## config.mk

```make
export PLATFORM = sky130hd
export DESIGN_NAME = dual_prescaled_counter_timer
export DESIGN_NICKNAME = d
export VERILOG_FILES = /design/src/dual_prescaled_counter_timer.v /design/src/timer_channel.v
export VERILOG_INCLUDE_DIRS = /design/src
export SDC_FILE = /design/constraint.sdc
export NUM_CORES = 1
export LEC_CHECK = 0
export ABC_AREA = 1
export BUFFER_PORTS_ARGS = -buffer_cell sky130_fd_sc_hd__clkbuf_2
export CORE_MARGIN = 2
export CORE_UTILIZATION = 35
export CTS_CLUSTER_DIAMETER = 150
export DETAILED_ROUTE_END_ITERATION = 7
export SETUP_SLACK_MARGIN = 0.5
export SKIP_LAST_GASP = 1
export SLEW_MARGIN = 20
export SYNTH_ARGS = -nofsm -noshare
export SYNTH_HDL_FRONTEND = slang
export SYNTH_HIERARCHICAL = 1
export SYNTH_SLANG_ARGS = --single-unit
```

## constraint.sdc

```tcl
create_clock -name sys_clk_in -period 5.61 [get_ports sys_clk_in]
set_input_delay 1.122 -clock sys_clk_in [delete_from_list [all_inputs] [get_ports sys_clk_in]]
set_output_delay 1.122 -clock sys_clk_in [all_outputs]
set_load 0.05 [all_outputs]
```

## src/timer_defines.vh

```
`ifndef TIMER_DEFINES_VH
`define TIMER_DEFINES_VH
// ************************************************************
// Register offsets
// ************************************************************
`define ADDR_TIMER_MODE_CTRL 8'hF1
`define ADDR_COUNTER_ONE 8'hF2
`define ADDR_TIMER1_DIVIDER_CFG 8'hF3
`define ADDR_COUNTER_ZERO 8'hF4
`define ADDR_TIMER0_DIVIDER_CFG 8'hF5
`define ADDR_PORT3_DATA_REG 8'hF6
`define ADDR_PORT3_MODE_REG 8'hF7
// ************************************************************
// Field positions
// ************************************************************
`define MODE_LOAD0_BIT 0
`define MODE_ENABLE0_BIT 1
`define MODE_LOAD1_BIT 2
`define MODE_ENABLE1_BIT 3
`define MODE_OUT_LO_BIT 6
`define MODE_OUT_HI_BIT 7
`define DIV_CONT_BIT 0
`define DIV_CLKSRC_BIT 1
`define PORT3_MODE_OUT_BIT 5
`define PORT3_LINE6_BIT 6
// ************************************************************
// Encodings and reset values
// ************************************************************
`define OUT_SEL_OFF 2'h0
`define OUT_SEL_ZERO 2'h1
`define OUT_SEL_ONE 2'h2
`define OUT_SEL_CLOCK 2'h3
`define PRESCALER_READ_VALUE 8'hFF
`define TIMER_MODE_RESET 8'h00
`define DIVIDER_CFG_RESET 8'h00
`define TIMER_CLOCK_DIVIDE 4
`endif

```

## src/dual_prescaled_counter_timer.v

```verilog
`timescale 1ns/10ps
`include "timer_defines.vh"
// Contract
// Load bit copies initial values, then self-clears
// Load while running restarts from new value
// Counter idle while enable bit is zero
// First decrement four clocks after enable
// Load and enable together in one write
// Prescaler reloads at its end, never zero
// Prescaler carry decrements counter next tick
// Both ends reached raise counter request
// Single-pass holds 00h, continuous reloads
// Divider bit 0 selects continuous mode
// Clearing enable freezes, setting resumes
// Counter read returns live count
// Prescaler registers are write-only
// New initial values act at next load
// Timer clock is internal clock over four
// Divider bits 7..2 are plain binary
// Initial 01h one count, 00h 256
// Line six must be configured as output
// Mode bits 7..6 select output source
// Load of selected counter forces output high
// Selected end-of-count toggles output flip-flop
// Port writes ignored on timer output line
// Prescaler reads return FFh
// Reset disables counters, single-pass, external source; no external source is built, both counters run on the timer clock
module dual_prescaled_counter_timer #(
   parameter PRESCALE_WIDTH = 6,
   parameter COUNT_WIDTH = 8
) (
   input wire sys_clk_in,
   input wire reset_in,
   input wire [7:0] reg_addr_in,
   input wire [7:0] reg_wdata_in,
   input wire reg_write_in,
   input wire reg_read_in,
   output reg [7:0] reg_rdata_out,
   output reg timer_zero_request_out,
   output reg timer_one_request_out,
   output wire port3_line6_out,
   output wire port3_line6_oe_out
);
   // ************************************************************
   // Registers
   // ************************************************************
   reg [7:0] timer_mode_ctrl;
   reg [7:0] next_mode;
   reg [7:0] timer0_divider_cfg;
   reg [7:0] timer1_divider_cfg;
   reg [COUNT_WIDTH-1:0] counter_zero_init;
   reg [COUNT_WIDTH-1:0] counter_one_init;
   reg [7:0] port3_data_reg;
   reg [7:0] port3_mode_reg;
   reg [1:0] quarter_div;
   reg [1:0] next_quarter_div;
   reg toggle_out;
   reg next_toggle;
   reg clock_phase;
   wire timer_tick;
   wire [COUNT_WIDTH-1:0] counter_zero;
   wire [COUNT_WIDTH-1:0] counter_one;
   wire end_zero;
   wire end_one;
   wire load_zero;
   wire load_one;
   wire force_high;
   wire toggle_event;
   wire [1:0] out_sel;
   wire timer_out_active;
   wire pin_level;
   wire [7:0] port_readback;
   wire [7:0] next_rdata;
   wire write_mode;
   assign write_mode = write_hit(reg_addr_in, `ADDR_TIMER_MODE_CTRL, reg_write_in);
   assign out_sel = timer_mode_ctrl[`MODE_OUT_HI_BIT:`MODE_OUT_LO_BIT];
   assign load_zero = timer_mode_ctrl[`MODE_LOAD0_BIT];
   assign load_one = timer_mode_ctrl[`MODE_LOAD1_BIT];
   // ************************************************************
   // Decoding helpers
   // ************************************************************
   // Address match for a register write in this clock
   function write_hit;
      input [7:0] addr;
      input [7:0] target;
      input strobe;
      begin
         write_hit = strobe && (addr == target);
      end
   endfunction
   // One decoder picks the driving counter, so load force and toggle never disagree
   function selected_event;
      input [1:0] sel;
      input event_zero;
      input event_one;
      begin
         case (sel)
            `OUT_SEL_ZERO: selected_event = event_zero;
            `OUT_SEL_ONE: selected_event = event_one;
            default: selected_event = 1'b0;
         endcase
      end
   endfunction
   // Readback mux; write-only prescalers answer with a constant
   function [7:0] read_value;
      input [7:0] addr;
      input [7:0] mode_value;
      input [7:0] zero_value;
      input [7:0] one_value;
      input [7:0] data_value;
      input [7:0] port_mode_value;
      begin
         case (addr)
            `ADDR_TIMER_MODE_CTRL: read_value = mode_value;
            `ADDR_COUNTER_ZERO: read_value = zero_value;
            `ADDR_COUNTER_ONE: read_value = one_value;
            `ADDR_TIMER0_DIVIDER_CFG: read_value = `PRESCALER_READ_VALUE;
            `ADDR_TIMER1_DIVIDER_CFG: read_value = `PRESCALER_READ_VALUE;
            `ADDR_PORT3_DATA_REG: read_value = data_value;
            `ADDR_PORT3_MODE_REG: read_value = port_mode_value;
            default: read_value = 8'h00;
         endcase
      end
   endfunction
   // ************************************************************
   // Timer clock divider
   // ************************************************************
   // Any mode write restarts the phase, so the first decrement lands four clocks later
   always @* begin
      next_quarter_div = quarter_div + 2'h1;
      if (write_mode) begin
         next_quarter_div = 2'h0;
      end
   end
   always @(posedge sys_clk_in or posedge reset_in) begin
      if (reset_in) begin
         quarter_div <= 2'h0;
      end else begin
         quarter_div <= next_quarter_div;
      end
   end
   assign timer_tick = (quarter_div == 2'h3);
   // ************************************************************
   // Timer mode register
   // ************************************************************
   // Load bits live for one clock only; a write in that clock wins over the clear
   always @* begin
      next_mode = timer_mode_ctrl;
      next_mode[`MODE_LOAD0_BIT] = 1'b0;
      next_mode[`MODE_LOAD1_BIT] = 1'b0;
      if (write_mode) begin
         next_mode = reg_wdata_in;
      end
   end
   always @(posedge sys_clk_in or posedge reset_in) begin
      if (reset_in) begin
         timer_mode_ctrl <= `TIMER_MODE_RESET;
      end else begin
         timer_mode_ctrl <= next_mode;
      end
   end
   // ************************************************************
   // Divider and initial value registers
   // ************************************************************
   // Counter values wait here until the next load or reload; divider values are used live
   always @(posedge sys_clk_in or posedge reset_in) begin
      if (reset_in) begin
         timer0_divider_cfg <= `DIVIDER_CFG_RESET;
         timer1_divider_cfg <= `DIVIDER_CFG_RESET;
         counter_zero_init <= {COUNT_WIDTH{1'b0}};
         counter_one_init <= {COUNT_WIDTH{1'b0}};
      end else if (reg_write_in) begin
         case (reg_addr_in)
            `ADDR_TIMER0_DIVIDER_CFG: begin
               timer0_divider_cfg <= reg_wdata_in;
            end
            `ADDR_TIMER1_DIVIDER_CFG: begin
               timer1_divider_cfg <= reg_wdata_in;
            end
            `ADDR_COUNTER_ZERO: begin
               counter_zero_init <= reg_wdata_in[COUNT_WIDTH-1:0];
            end
            `ADDR_COUNTER_ONE: begin
               counter_one_init <= reg_wdata_in[COUNT_WIDTH-1:0];
            end
            default: begin
            end
         endcase
      end
   end
   // ************************************************************
   // Port three registers
   // ************************************************************
   // Modelled here so the pin and its readback stay in one place
   always @(posedge sys_clk_in or posedge reset_in) begin
      if (reset_in) begin
         port3_data_reg <= 8'h00;
         port3_mode_reg <= 8'h00;
      end else if (write_hit(reg_addr_in, `ADDR_PORT3_DATA_REG, reg_write_in)) begin
         port3_data_reg <= reg_wdata_in;
      end else if (write_hit(reg_addr_in, `ADDR_PORT3_MODE_REG, reg_write_in)) begin
         port3_mode_reg <= reg_wdata_in;
      end
   end
   // ************************************************************
   // Counter channels
   // ************************************************************
   timer_channel #(
      .PRESCALE_WIDTH(PRESCALE_WIDTH),
      .COUNT_WIDTH(COUNT_WIDTH)
   ) channel_zero (
      .sys_clk_in(sys_clk_in),
      .reset_in(reset_in),
      .tick_in(timer_tick),
      .load_in(timer_mode_ctrl[`MODE_LOAD0_BIT]),
      .enable_in(timer_mode_ctrl[`MODE_ENABLE0_BIT]),
      .continuous_in(timer0_divider_cfg[`DIV_CONT_BIT]),
      .prescale_init_in(timer0_divider_cfg[7:2]),
      .count_init_in(counter_zero_init),
      .count_out(counter_zero),
      .end_count_out(end_zero)
   );
   // External source modes are not built; counter one always runs on the timer clock
   timer_channel #(
      .PRESCALE_WIDTH(PRESCALE_WIDTH),
      .COUNT_WIDTH(COUNT_WIDTH)
   ) channel_one (
      .sys_clk_in(sys_clk_in),
      .reset_in(reset_in),
      .tick_in(timer_tick),
      .load_in(timer_mode_ctrl[`MODE_LOAD1_BIT]),
      .enable_in(timer_mode_ctrl[`MODE_ENABLE1_BIT]),
      .continuous_in(timer1_divider_cfg[`DIV_CONT_BIT]),
      .prescale_init_in(timer1_divider_cfg[7:2]),
      .count_init_in(counter_one_init),
      .count_out(counter_one),
      .end_count_out(end_one)
   );
   // ************************************************************
   // Interrupt requests
   // ************************************************************
   // Registered so each request is a clean one-clock pulse
   always @(posedge sys_clk_in or posedge reset_in) begin
      if (reset_in) begin
         timer_zero_request_out <= 1'b0;
         timer_one_request_out <= 1'b0;
      end else begin
         timer_zero_request_out <= end_zero;
         timer_one_request_out <= end_one;
      end
   end
   // ************************************************************
   // Internal clock output phase
   // ************************************************************
   // A pin cannot follow sys_clk_in itself, so a half-rate square wave stands in
   always @(posedge sys_clk_in or posedge reset_in) begin
      if (reset_in) begin
         clock_phase <= 1'b0;
      end else begin
         clock_phase <= ~clock_phase;
      end
   end
   // ************************************************************
   // Timer output toggle
   // ************************************************************
   assign force_high = selected_event(out_sel, load_zero, load_one);
   assign toggle_event = selected_event(out_sel, end_zero, end_one);
   always @* begin
      next_toggle = toggle_out;
      if (force_high) begin
         next_toggle = 1'b1;
      end else if (toggle_event) begin
         next_toggle = ~toggle_out;
      end
   end
   // Comes out of reset high, matching the level a fresh load gives
   always @(posedge sys_clk_in or posedge reset_in) begin
      if (reset_in) begin
         toggle_out <= 1'b1;
      end else begin
         toggle_out <= next_toggle;
      end
   end
   // ************************************************************
   // Pin drive
   // ************************************************************
   // Direction comes only from the port mode bit; software must clear it
   assign timer_out_active = (out_sel != `OUT_SEL_OFF);
   assign pin_level = (out_sel == `OUT_SEL_CLOCK) ? clock_phase :
                      timer_out_active ? toggle_out : port3_data_reg[`PORT3_LINE6_BIT];
   assign port3_line6_out = pin_level;
   assign port3_line6_oe_out = ~port3_mode_reg[`PORT3_MODE_OUT_BIT];
   // ************************************************************
   // Register reads
   // ************************************************************
   // Counts pass straight through, so a read never stalls the chain
   assign port_readback = {port3_data_reg[7], pin_level, port3_data_reg[5:0]};
   assign next_rdata = read_value(reg_addr_in, timer_mode_ctrl, counter_zero, counter_one, port_readback,
      port3_mode_reg);
   always @(posedge sys_clk_in or posedge reset_in) begin
      if (reset_in) begin
         reg_rdata_out <= 8'h00;
      end else if (reg_read_in) begin
         reg_rdata_out <= next_rdata;
      end
   end
endmodule // dual_prescaled_counter_timer

```

## src/timer_channel.v

```verilog
`timescale 1ns/10ps
`include "timer_defines.vh"
module timer_channel #(
   parameter PRESCALE_WIDTH = 6,
   parameter COUNT_WIDTH = 8
) (
   input wire sys_clk_in,
   input wire reset_in,
   input wire tick_in,
   input wire load_in,
   input wire enable_in,
   input wire continuous_in,
   input wire [PRESCALE_WIDTH-1:0] prescale_init_in,
   input wire [COUNT_WIDTH-1:0] count_init_in,
   output reg [COUNT_WIDTH-1:0] count_out,
   output reg end_count_out
);
   reg [PRESCALE_WIDTH-1:0] prescale;
   reg running;
   reg reload_pending;
   wire prescale_end;
   wire count_end;
   assign prescale_end = (prescale == {{(PRESCALE_WIDTH-1){1'b0}}, 1'b1}) || (prescale == {PRESCALE_WIDTH{1'b0}});
   // Initial 00h counts as 256, so end is reached only when stepping from 01h
   assign count_end = (count_out == {{(COUNT_WIDTH-1){1'b0}}, 1'b1});
   always @(posedge sys_clk_in or posedge reset_in) begin
      if (reset_in) begin
         prescale <= {PRESCALE_WIDTH{1'b0}};
         count_out <= {COUNT_WIDTH{1'b0}};
         running <= 1'b0;
         reload_pending <= 1'b0;
         end_count_out <= 1'b0;
      end else begin
         end_count_out <= 1'b0;
         if (load_in) begin
            // Retrigger: counting goes on from the fresh value
            prescale <= prescale_init_in;
            count_out <= count_init_in;
            running <= 1'b1;
            reload_pending <= 1'b0;
         end else if (enable_in && running && tick_in) begin
            if (reload_pending) begin
               // Continuous reload lands on the timer clock after end
               prescale <= prescale_init_in;
               count_out <= count_init_in;
               reload_pending <= 1'b0;
            end else if (prescale_end) begin
               prescale <= prescale_init_in;
               count_out <= count_out - {{(COUNT_WIDTH-1){1'b0}}, 1'b1};
               if (count_end) begin
                  end_count_out <= 1'b1;
                  if (continuous_in) begin
                     reload_pending <= 1'b1;
                  end else begin
                     running <= 1'b0; // Rest at 00h
                  end
               end
            end else begin
               prescale <= prescale - {{(PRESCALE_WIDTH-1){1'b0}}, 1'b1};
            end
         end
      end
   end
endmodule // timer_channel

```

### Word-level counts from Yosys, hierarchy flattened

Index checks and enable logic that the tools add are counted.

* flip-flop bits (word level): 104
* input bits: 20
* logic and storage cells: 142

* add/sub/neg operators: 5
* eq/ne operators: 19
* muxes and demuxes: 59
* bitwise logic cells: 4
* reductions and logical operators: 31

Operator list (number)
* 8-bit 2-to-1 mux: 8
* 8-bit == test (second input constant): 7
* 6-bit 2-to-1 mux: 8
* 8-bit case mux with 6 select lines: 1
* 1-bit 2-to-1 mux: 38
* 8-bit by 1-bit == test with 1-bit output (second input constant): 2
* 2-bit nonzero test: 8
* 8-bit by 1-bit subtractor with 8-bit output (second input constant): 2
* 2-bit AND reduction: 7
* 6-bit by 1-bit == test with 1-bit output (second input constant): 2
* 6-bit logical NOT: 2
* 6-bit by 1-bit subtractor with 6-bit output (second input constant): 2
* 5-bit AND reduction: 2
* 2-bit inequality test (second input constant): 4
* 1-bit logical AND: 7
* 2-bit == test (second input constant): 3
* 3-bit nonzero test: 2
* 1-bit NOT: 4
* 1-bit case mux with 2 select lines: 2
* 3-bit 2-to-1 mux: 1
* 2-bit by 1-bit adder with 2-bit output (second input constant): 1
* 2-bit by 1-bit == test with 1-bit output (second input constant): 1
* 1-bit logical OR: 2
* 2-bit 2-to-1 mux: 1
* 2-bit OR reduction: 1

### Logic depth before layout (Yosys ltp)

Gate-level depths: netlist of the first run.

* word-level depth: 6
* mapped depth: 11
* depth with buffers taken out: 10

### Modules after synthesis

The synthesis of the first run kept the hierarchy.

By module, submodules not included
* dual_prescaled_counter_timer: instances 1, cells each 355, area an instance 3301.9 um2, sequential area each 1702.9 um2
* timer_channel (channel_one): instances 1, cells each 172, area an instance 1197.4 um2, sequential area each 425.4 um2
* timer_channel (channel_zero): instances 1, cells each 175, area an instance 1194.9 um2, sequential area each 425.4 um2

### Worst setup path before layout of the first run

No wires, ideal clock.

* path kind: reg2out
* start: register timer_mode_ctrl[6]
* end: output port port3_line6_out
* arrival time: 1.138 ns
* required time: 4.488 ns
* slack: 3.350 ns
* cell stages (with the launch flop): 8
* path through: dfrtp_1 -> inv_1 -> ha_1 -> inv_1 -> nand2_1 -> nand3_1 -> nand2_1 -> inv_1

* longest elaborated chain between the ends: 3
* elaborated cells between the ends (all ways): 4
* classes of those cells: eq/ne: 1; mux: 2; reduce/logical: 1

Ends and longest elaborated chain
* start: declaration: RTL line dual_prescaled_counter_timer.v:47 `reg [7:0] timer_mode_ctrl;`
* start signal: assignment: RTL line dual_prescaled_counter_timer.v:157 `` timer_mode_ctrl <= `TIMER_MODE_RESET; ``
* start signal: assignment: RTL line dual_prescaled_counter_timer.v:159 `timer_mode_ctrl <= next_mode;`
* 2-bit nonzero test (no line)
* 1-bit 2-to-1 mux: RTL line dual_prescaled_counter_timer.v:290 `` timer_out_active ? toggle_out : port3_data_reg[`PORT3_LINE6_BIT]; ``
* 1-bit 2-to-1 mux *: RTL line dual_prescaled_counter_timer.v:289 `` assign pin_level = (out_sel == `OUT_SEL_CLOCK) ? clock_phase : ``
* end: declaration: RTL line dual_prescaled_counter_timer.v:41 `output wire port3_line6_out,`

Mark *: on every way between the ends. The rest lies on a longest branch, timed or not.

### Worst setup path after layout of the first run

* start: register timer_mode_ctrl[7]
* end: output port port3_line6_out

Same word-level chain as after synthesis.

==> results.txt, run 1 <==
Setup violations remaining at the end of the flow were counted as 0. Ranked by total cell area, the synthesized netlist is headed by sky130_fd_sc_hd__dfrtp_1 44%, sky130_fd_sc_hd__nand2_1 13%, sky130_fd_sc_hd__nand3_1 6.8%, sky130_fd_sc_hd__inv_1 5.4%, sky130_fd_sc_hd__o21a_1 4.9%. The core outline area is 0.0159 mm^2. The count of max-cap constraint violations is 0. After legalization and detailed placement, the total HPWL measured 9.88 mm. The routed length per instance is 14.3 um, and the area overhead of the layout relative to synthesis is 9.67%. Once layout is complete, the cells apart from fillers number 951. The logs give 0 for the cts-stage hold buffer count and 6 for the total number of yosys warnings. The detailed router's first-iteration violation count was 390; the post-synthesis area per instance was 8.11 um^2. Derived from the worst setup path, the maximum achievable clock frequency is 365 MHz. At the end of the flow, the number of nets in the layout was 763. The accumulated negative setup slack came out at 0 ns. The worst hold path class is register to register.

Via count of the first global-routing pass: 4,248. For the largest net degree at the start of global routing, the log shows 69. The quantity of gates resized following cts was 0; the length of the first detailed-routing pass in iterations was 5. Data on the critical path is required at its endpoint by 4.49 ns. The number of different library cells used by synthesis comes to 38.

Counting tap cells, the placed design contains a total of 935 instances. The total CTS buffers was 9. Measured against its own limit, the worst slew margin works out to 41.2%. Cells fill 39.3% of the core in the end.

The placed instances occupy a cell area of 0.00597 mm^2. The H-tree was split into 3 levels. The clock transition at the registers of the reported paths came out at 0.07 ns.

The share of the synthesized area in the top cell type came out at 44.4%. Of all flip-flops after synthesis, the portion carrying an async set or reset was 100%. After detailed routing, the met3 layer carries 413 um of wire. The instance count along the most critical hold path is 0. In this run the tool buffered the top-level ports with 31 buffer cells.

At the end of routability-driven placement, the weighted congestion stood at 0.821. The routed via count divided by cell count works out to 4.72. The height of the chip is 132 um, and the number of synthesized flops with an enable pin is 0. Reg-to-reg critical path startpoint: timer_mode_ctrl[2]$_DFF_PP0_. Of the available clock period, the critical path in the final layout requires 48.9%. After routing the design area is 0.00624 mm^2. The tools report the DRC violation count after routing as 0.

The run gives 0 as the sum of overflow across all layers after global routing. The highest layer touched by signal routing is met4. The flow ran to the end, and the final reports show no timing, DRC or antenna violations.

Synthesis produced a netlist with a net count of 735. The analysis attributes to cell leakage a power of 3.22 nW. The detailed router placed 4,484 vias in this run. The setup check on the worst reg-to-reg path leaves a slack of 3.86 ns. The tools report the terminating pin of the worst hold path as timer_zero_request_out$_DFF_PP0_.

For the placement-stage worst setup slack, the log shows 2.90 ns. The starting utilization of the core area is 35.8%, and the floorplan row count is 46. TritonCTS built the clock tree. The die is 132 um wide. Of all cell types, the one taking the most synthesized area is sky130_fd_sc_hd__dfrtp_1. The logic depth of the worst register-to-register path is 6. The startpoint of the lowest-slack hold path is channel_zero/end_count_out$_DFF_PP0_. The logs give 2.87 ns for the slack of the critical path and 0.398 ns for the worst hold-check slack. Sequential cells were found to cover 44.8% of the synthesized design area.

CTS saw 102 sinks. Kind of end point of the critical path: an output pin. By startpoint and endpoint, the worst setup path is classified as register to output pin. Once detail routing completed, the nets flagged for antenna violations numbered 0.

The logs give 0.00914 ns for the maximum clock skew at final layout and 6.76 mm for the length of routed wiring on met1. CTS placed an instance of sky130_fd_sc_hd__clkbuf_16 at the clock tree root. The tools report the hold violation count in the final report as 0. The number of setup buffers added after CTS is 0. Total power after layout: 1.94 mW. The tools report the number of standard cells after synthesis as 702.

Initial antenna violation count: 0. 32 I/O pins were placed. For the detailed route wirelength on metal2, the log shows 6.14 mm.

Data on the critical path arrives at its endpoint at 1.62 ns. The tools report the synthesized area as 0.00569 mm^2. The routed design has 13.6 mm of wire.

The number of max-slew violations in the final report was 0. The die covers 0.0173 mm^2. In this run the deepest clock path goes through 2 buffers. Setup repair after global routing left no endpoint under its margin.

The register bit total from synthesis works out to 102. The first global-routing pass estimated 22.7 mm of wire. The worst path needs 2.74 ns of the cycle, external delays included. The run gives 0.36 ns as the clock insertion delay at the later pin of the skew report. Power density relative to cell area: 310 mW/mm^2. The ratio of cells with drive above 1 in the final layout is 13.6%.

The worst vdd rail ir drop came out at 0.118 mV. Of all nets on the critical path, the largest fanout is 4. In this run the critical register-to-register path is captured at channel_one/reload_pending$_DFFE_PP0P_. The tools report the nature of the critical path startpoint as a register. The tools report the total track usage as 16.7%. The repair_antennas step left the layout with diodes totalling 0. Among all flip-flop cells after synthesis, the most frequent one is sky130_fd_sc_hd__dfrtp_1. For the pin with the worst max-slew slack, the measured transition is 0.882 ns.
## logic make-up (layout without fill, tap and decap cells)
kind of cell | count (synthesis) | after routing | share of synthesized area [%]
DFF | 102 | 102 | 44.8
AOI/OAI and AO/OA | 93 | 93 | 10.2
and+or+nand+nor | 391 | 391 | 33.4
adders and majority gates | 13 | 13 | 2.86
buffers and inverters | 102 | 135 | 8.55
xor gates and xnor gates | 1 | 1 | 0.154
## per-layer routing
layer | vias up | GRT usage (%)
li1 | 2288 | -
met1 | 2097 | 23.5
met2 | 82 | 25.9
met3 | 17 | 2.43
met4 | 0 | 6.88
met5 | - | 0
## worst max-delay path by stage
stage,endpoint,slack (ns),cells past startpoint,from
after floorplan,clock_phase$_DFF_PP0_,2.78,1,reset_in
after global placement,port3_data_reg[6]$_DFFE_PP0P_,2.98,7,reg_addr_in[7]
after detailed placement,port3_data_reg[2]$_DFFE_PP0P_,2.90,7,reg_addr_in[7]
after CTS,port3_line6_out,2.84,8,timer_mode_ctrl[7]$_DFFE_PP0P_
after global routing,port3_line6_out,2.75,8,timer_mode_ctrl[6]$_DFFE_PP0P_
final,port3_line6_out,2.87,8,timer_mode_ctrl[7]$_DFFE_PP0P_
## power breakdown
| part | total (mW) | leakage (nW) | switching, mW | internal (mW) |
|---|---|---|---|---|
| clock network | 0.593 | 0.135 | 0.280 | 0.313 |
| registers | 0.893 | 1.36 | 0.0860 | 0.807 |
| logic | 0.452 | 1.73 | 0.287 | 0.165 |
| total | 1.94 | 3.22 | 0.653 | 1.28 |
## final cells by class
| class | count | area [um^2] |
|---|---|---|
| well taps | 216 | 270 |
| clock buffers | 11 | 243 |
| inverters | 87 | 327 |
| flip-flops and latches | 102 | 2550 |
| fillers | 1684 | 9640 |
| multi-input cells | 498 | 2650 |
| clock inverters | 5 | 35.0 |
| repair buffers | 32 | 163 |
## cells in the final DEF (no fill, tap or decap), types with 8 or more instances in the layout
cell,instances
sky130_fd_sc_hd__o21a_1,37
sky130_fd_sc_hd__nor2_4,14
sky130_fd_sc_hd__nand2_1,193
sky130_fd_sc_hd__nand3_1,77
sky130_fd_sc_hd__a21oi_1,15
sky130_fd_sc_hd__dfrtp_1,101
sky130_fd_sc_hd__clkbuf_16,9
sky130_fd_sc_hd__nand2_4,8
sky130_fd_sc_hd__ha_1,13
sky130_fd_sc_hd__clkbuf_2,31
sky130_fd_sc_hd__nor2_1,68
sky130_fd_sc_hd__o21ai_0,28
sky130_fd_sc_hd__inv_1,81
## worst max-delay path: stages (launching register included)
cell	delay (ns)
sky130_fd_sc_hd__dfrtp_1	0.41
sky130_fd_sc_hd__inv_1	0.10
sky130_fd_sc_hd__ha_1	0.20
sky130_fd_sc_hd__inv_1	0.05
sky130_fd_sc_hd__nand2_1	0.04
sky130_fd_sc_hd__nand3_1	0.06
sky130_fd_sc_hd__nand2_1	0.08
sky130_fd_sc_hd__inv_1	0.06
sky130_fd_sc_hd__clkbuf_2	0.26
## synthesized netlist by cell type, types with 4 or more instances
cell type,instances
sky130_fd_sc_hd__nand2_2,5
sky130_fd_sc_hd__nand2_1,193
sky130_fd_sc_hd__nand3_1,77
sky130_fd_sc_hd__nor2_1,68
sky130_fd_sc_hd__or2_2,5
sky130_fd_sc_hd__buf_6,11
sky130_fd_sc_hd__nor2_4,14
sky130_fd_sc_hd__o21ai_0,28
sky130_fd_sc_hd__o21a_1,37
sky130_fd_sc_hd__nand2_4,8
sky130_fd_sc_hd__ha_1,13
sky130_fd_sc_hd__inv_1,82
sky130_fd_sc_hd__dfrtp_1,101
sky130_fd_sc_hd__inv_2,4
sky130_fd_sc_hd__a21oi_1,15
sky130_fd_sc_hd__o21ai_1,6
Note: power is estimated with default switching activity, not from simulation.
==> run 2: changes to the inputs <==
- ABC_AREA: 1 -> 0
- clock period: 5.61 -> 2.4 ns (I/O delays scaled with it)
==> run 2 against run 1 <==
  * Critical path depth decreased by 2
  * Clock skew decreased by 0.0033 ns
  * First-iteration DRC count decreased by 18%
  * Combinational power increased by 35%
  * Die area decreased by 6.9%
  * Utilization increased by 3.2 points
  * Sequential power increased by 110%
  * Synthesized cell count decreased by 30%
  * Hold slack got worse by 0.22 ns
  * Clock-buffer cell count decreased by 1
  * Largest cell class unchanged
==> results.txt, run 2 <==
The flow ran to the end, and the final reports show no timing, DRC or antenna violations. The logic depth of the worst register-to-register path is 4, and the data required time of the worst path is 1.92 ns. The setup-violating endpoint count in the final report was 0; the area overhead of the layout relative to synthesis was 17.5%.

The depth of the critical timing path with buffers and inverters included was 6; the sequential cell area fraction in the yosys report was 48.3%. In this run the worst path has a maximum fanout of 2. The cell type contributing the most total cell area after synthesis was sky130_fd_sc_hd__dfrtp_1.

The DRC violation count after routing came out at 0. In this run the remaining antenna-violating nets after routing total 0. The hold violation count in the final report is 0, and the accumulated negative setup slack is 0 ns.

The minimum period implied by the final worst setup slack works out to 2.05 ns. Ranked by total cell area, the synthesized netlist is headed by sky130_fd_sc_hd__dfrtp_1 48%, sky130_fd_sc_hd__mux2_2 12%, sky130_fd_sc_hd__ha_1 3.1%, sky130_fd_sc_hd__a21oi_1 2.8%, sky130_fd_sc_hd__o21ai_0 2.6%. The region available for standard cell placement spans 0.0146 mm^2.

Setup repair after global routing could not meet its margin everywhere. Entering global routing, the biggest net connects 27 pins. The unique cell type count in the Yosys netlist is 69. For the worst vdd rail ir drop, the log shows 0.457 mV. The first global-routing pass estimated 22.6 mm of wire. The most common cell in the netlist was sky130_fd_sc_hd__dfrtp_1.

After global routing the overflow that remains totals 0. After layout, the worst path uses 85.3% of the clock period. The post-synthesis area per instance is 10.8 um^2. The share of the synthesized area in the top cell type is 47.8%. The die width is 127 um. The most critical setup path has its startpoint at timer_mode_ctrl[6]$_DFFE_PP0P_. The tree is rooted in a sky130_fd_sc_hd__clkbuf_16.

The largest single stage delay on the critical path is 0.39 ns. Power spread over the standard cell area amounts to 643 mW/mm^2. For the floorplan row count, the log shows 44. The signal on the critical path passes through inv_2, ha_4, mux2_4, nor2_4, a21oi_2, buf_8. In this run the tightest slew margin relative to its limit is 50.4%. The buffer and inverter count on the worst path was 2. Post-DP HPWL: 10.0 mm. The starting utilization of the core area came out at 36.1%. The detailed router's first-iteration violation count was 319; the transition time of the tightest slew-check pin was 0.743 ns. The library cell used most frequently in the layout, excluding fill and tap cells, is sky130_fd_sc_hd__dfrtp_1. The tools report the sink count of the clock tree as 102.

Routed length per instance: 19.3 um. In the synthesized netlist the dominant register cell turns out to be sky130_fd_sc_hd__dfrtp_1. For this run, asynchronously set or reset flops after synthesis account for 100%.

The worst register-to-register path ends at channel_one/count_out[7]$_DFFE_PP0P_. The number of H-tree branching levels is 3, and the net count after synthesis is 521. For the length of the first detailed-routing pass in iterations, the log shows 5.

Number of standard cells after synthesis: 488. Counting tap cells, the placed design contains a total of 695 instances. The worst setup path is captured at an output pin.

No sink is reached through more buffers than the 2 on the longest clock path. The final-stage net count is 566. The nature of the critical path startpoint is a register. The die footprint is 0.0161 mm^2.

The final route contains 4,168 vias. The commonest cells after synthesis are 101 x sky130_fd_sc_hd__dfrtp_1, 56 x sky130_fd_sc_hd__mux2_2, 30 x sky130_fd_sc_hd__a21oi_1. At the worst endpoint, the arrival time is 1.57 ns.

The floorplan step set the die height to 127 um. Number of max-slew violations in the final report: 0. The worst hold path class is input pin to asynchronous set/reset pin. The via count of the first global-routing pass was 4,159; the register bit total from synthesis was 102. The ratio of cells with drive above 1 in the final layout was 32.0%; the leakage power was 2.83 nW.

Routed via count divided by cell count: 5.77. Between clock sinks in the finished design, the worst skew comes to 0.00588 ns. The total CTS buffers is 9, and the total wirelength of the detailed-routed design is 13.9 mm.

Buffers inserted to repair hold after CTS numbered 0. The cell area that synthesis handed to floorplanning was 0.00529 mm^2. The startpoint identified for the worst register-to-register timing path is channel_one/count_out[3]$_DFFE_PP0P_. 0 antenna diodes ended up in the layout. In this run, synthesis inferred 0 flip-flops with an integrated enable. The Yosys step of the flow raised 6 warnings. The clock transition at the registers of the reported paths works out to 0.07 ns.

At the end of routability-driven placement, the weighted congestion stood at 0.848. The critical path ends at port3_line6_out. Once layout is complete, the cells apart from fillers number 722. Input and output buffers added on the ports amount to 31. In this run the count of I/O pins placed on the die edge is 32.

Across all register-to-register paths, the minimum setup slack is 0.45 ns. TritonCTS built the clock tree. Slowest stage cell on the critical path: sky130_fd_sc_hd__dfrtp_1.

For the worst-skew pair, the clock arrives at the later sink with an insertion delay of 0.35 ns. The initial antenna violation count was 0. In the layout the commonest cells are 101 x sky130_fd_sc_hd__dfrtp_1, 55 x sky130_fd_sc_hd__mux2_2, 30 x sky130_fd_sc_hd__clkbuf_2. Max-cap violations in this run came to 0. By startpoint and endpoint, the worst setup path is classified as register to output pin. The family with the most delay on the worst path was flip-flops. Global routing used 17.9% of the available tracks. For this run, the top clock speed supported by timing is 489 MHz.
run 2: changes by cell type after synthesis, moves of 9 or more:
| cell | before | now |
|---|---|---|
| sky130_fd_sc_hd__clkbuf_1 | 0 | 9 |
| sky130_fd_sc_hd__buf_2 | 1 | 10 |
| sky130_fd_sc_hd__a22oi_1 | 0 | 9 |
| sky130_fd_sc_hd__nor2_1 | 68 | 20 |
| sky130_fd_sc_hd__a21oi_1 | 15 | 30 |
| sky130_fd_sc_hd__buf_6 | 11 | 1 |
| sky130_fd_sc_hd__nor2_4 | 14 | 0 |
| sky130_fd_sc_hd__nand2_1 | 193 | 16 |
| sky130_fd_sc_hd__o21a_1 | 37 | 4 |
| sky130_fd_sc_hd__inv_1 | 82 | 29 |
| sky130_fd_sc_hd__or3_1 | 0 | 9 |
| sky130_fd_sc_hd__mux2_2 | 0 | 56 |
| sky130_fd_sc_hd__nand3_1 | 77 | 15 |
run 2: cell families (layout without fill, tap and decap cells):
logic type / count (synthesis) / after routing / synth area share (%)
AO/OA/AOI/OAI: 131 / 131 / 16.5
AND/OR/NAND/NOR: 131 / 131 / 15.3
flip-flops: 102 / 102 / 48.3
multiplexers: 60 / 60 / 12.7
buffers and inverters: 50 / 100 / 4.00
adder cells (fa/ha/maj): 13 / 13 / 3.07
XOR/XNOR: 1 / 1 / 0.166
run 2: final cells by class:
type,count,area (um^2)
clock inverter,6,77.6
inverter,29,113
timing repair buffer,55,358
multi-input combinational,336,2660
tap,184,230
sequential,102,2550
fill,1386,8420
clock buffer,10,229
run 2: worst min-delay path by stage:
stage	to	cells after the start	from
2_1_floorplan	timer_zero_request_out$_DFF_PP0_	0	channel_zero/end_count_out$_DFF_PP0_
3_3_place_gp	timer_one_request_out$_DFF_PP0_	0	channel_one/end_count_out$_DFF_PP0_
3_5_place_dp	timer_zero_request_out$_DFF_PP0_	0	channel_zero/end_count_out$_DFF_PP0_
4_1_cts	quarter_div[1]$_DFF_PP0_	2	reset_in
5_1_grt	quarter_div[1]$_DFF_PP0_	2	reset_in
6_report	quarter_div[1]$_DFF_PP0_	2	reset_in
run 2: where the power goes:
| group | switching [mW] | internal, mW |
|---|---|---|
| Clock | 0.682 | 0.830 |
| Sequential | 0.0795 | 1.80 |
| Combinational | 0.350 | 0.261 |
| Total | 1.11 | 2.89 |
run 2: what timing repair did:
| item | CTS | global route |
|---|---|---|
| setup endpoints to repair | 3 | 19 |
| pin swaps | 2 | 1 |
| setup buffers | 8 | 3 |
| endpoints found under the hold margin | 0 | 0 |
| gates resized for setup | 17 | 12 |
run 2: layer usage:
metal,share of wire [%],vias to the layer above,track usage (%)
li1,-,1907,-
met1,48,2165,24.9
met2,48,88,29.5
met3,3.9,8,3.33
met4,0.79,0,3.56
met5,0,-,0
run 2: metrics by stage:
stage	util [%]	instance area, um^2	total power [mW]	hold slack (ns)	setup slack, ns
6_report	42.5	6220	4.00	0.178	0.353
5_1_grt	42.5	6220	4.17	0.211	0.282
4_1_cts	41.9	6130	3.99	0.192	0.329
3_5_place_dp	38.9	5700	2.47	0.375	0.360
3_3_place_gp	38.9	5700	2.45	0.383	0.396
2_1_floorplan	-	5310	2.29	0.354	0.529
run 2: worst reg2reg max path: stages (launching register included):
cell and delay [ns]:
sky130_fd_sc_hd__dfrtp_1 0.40, sky130_fd_sc_hd__or3_4 0.42, sky130_fd_sc_hd__or3_4 0.40, sky130_fd_sc_hd__o311a_1 0.30, sky130_fd_sc_hd__or3_1 0.30
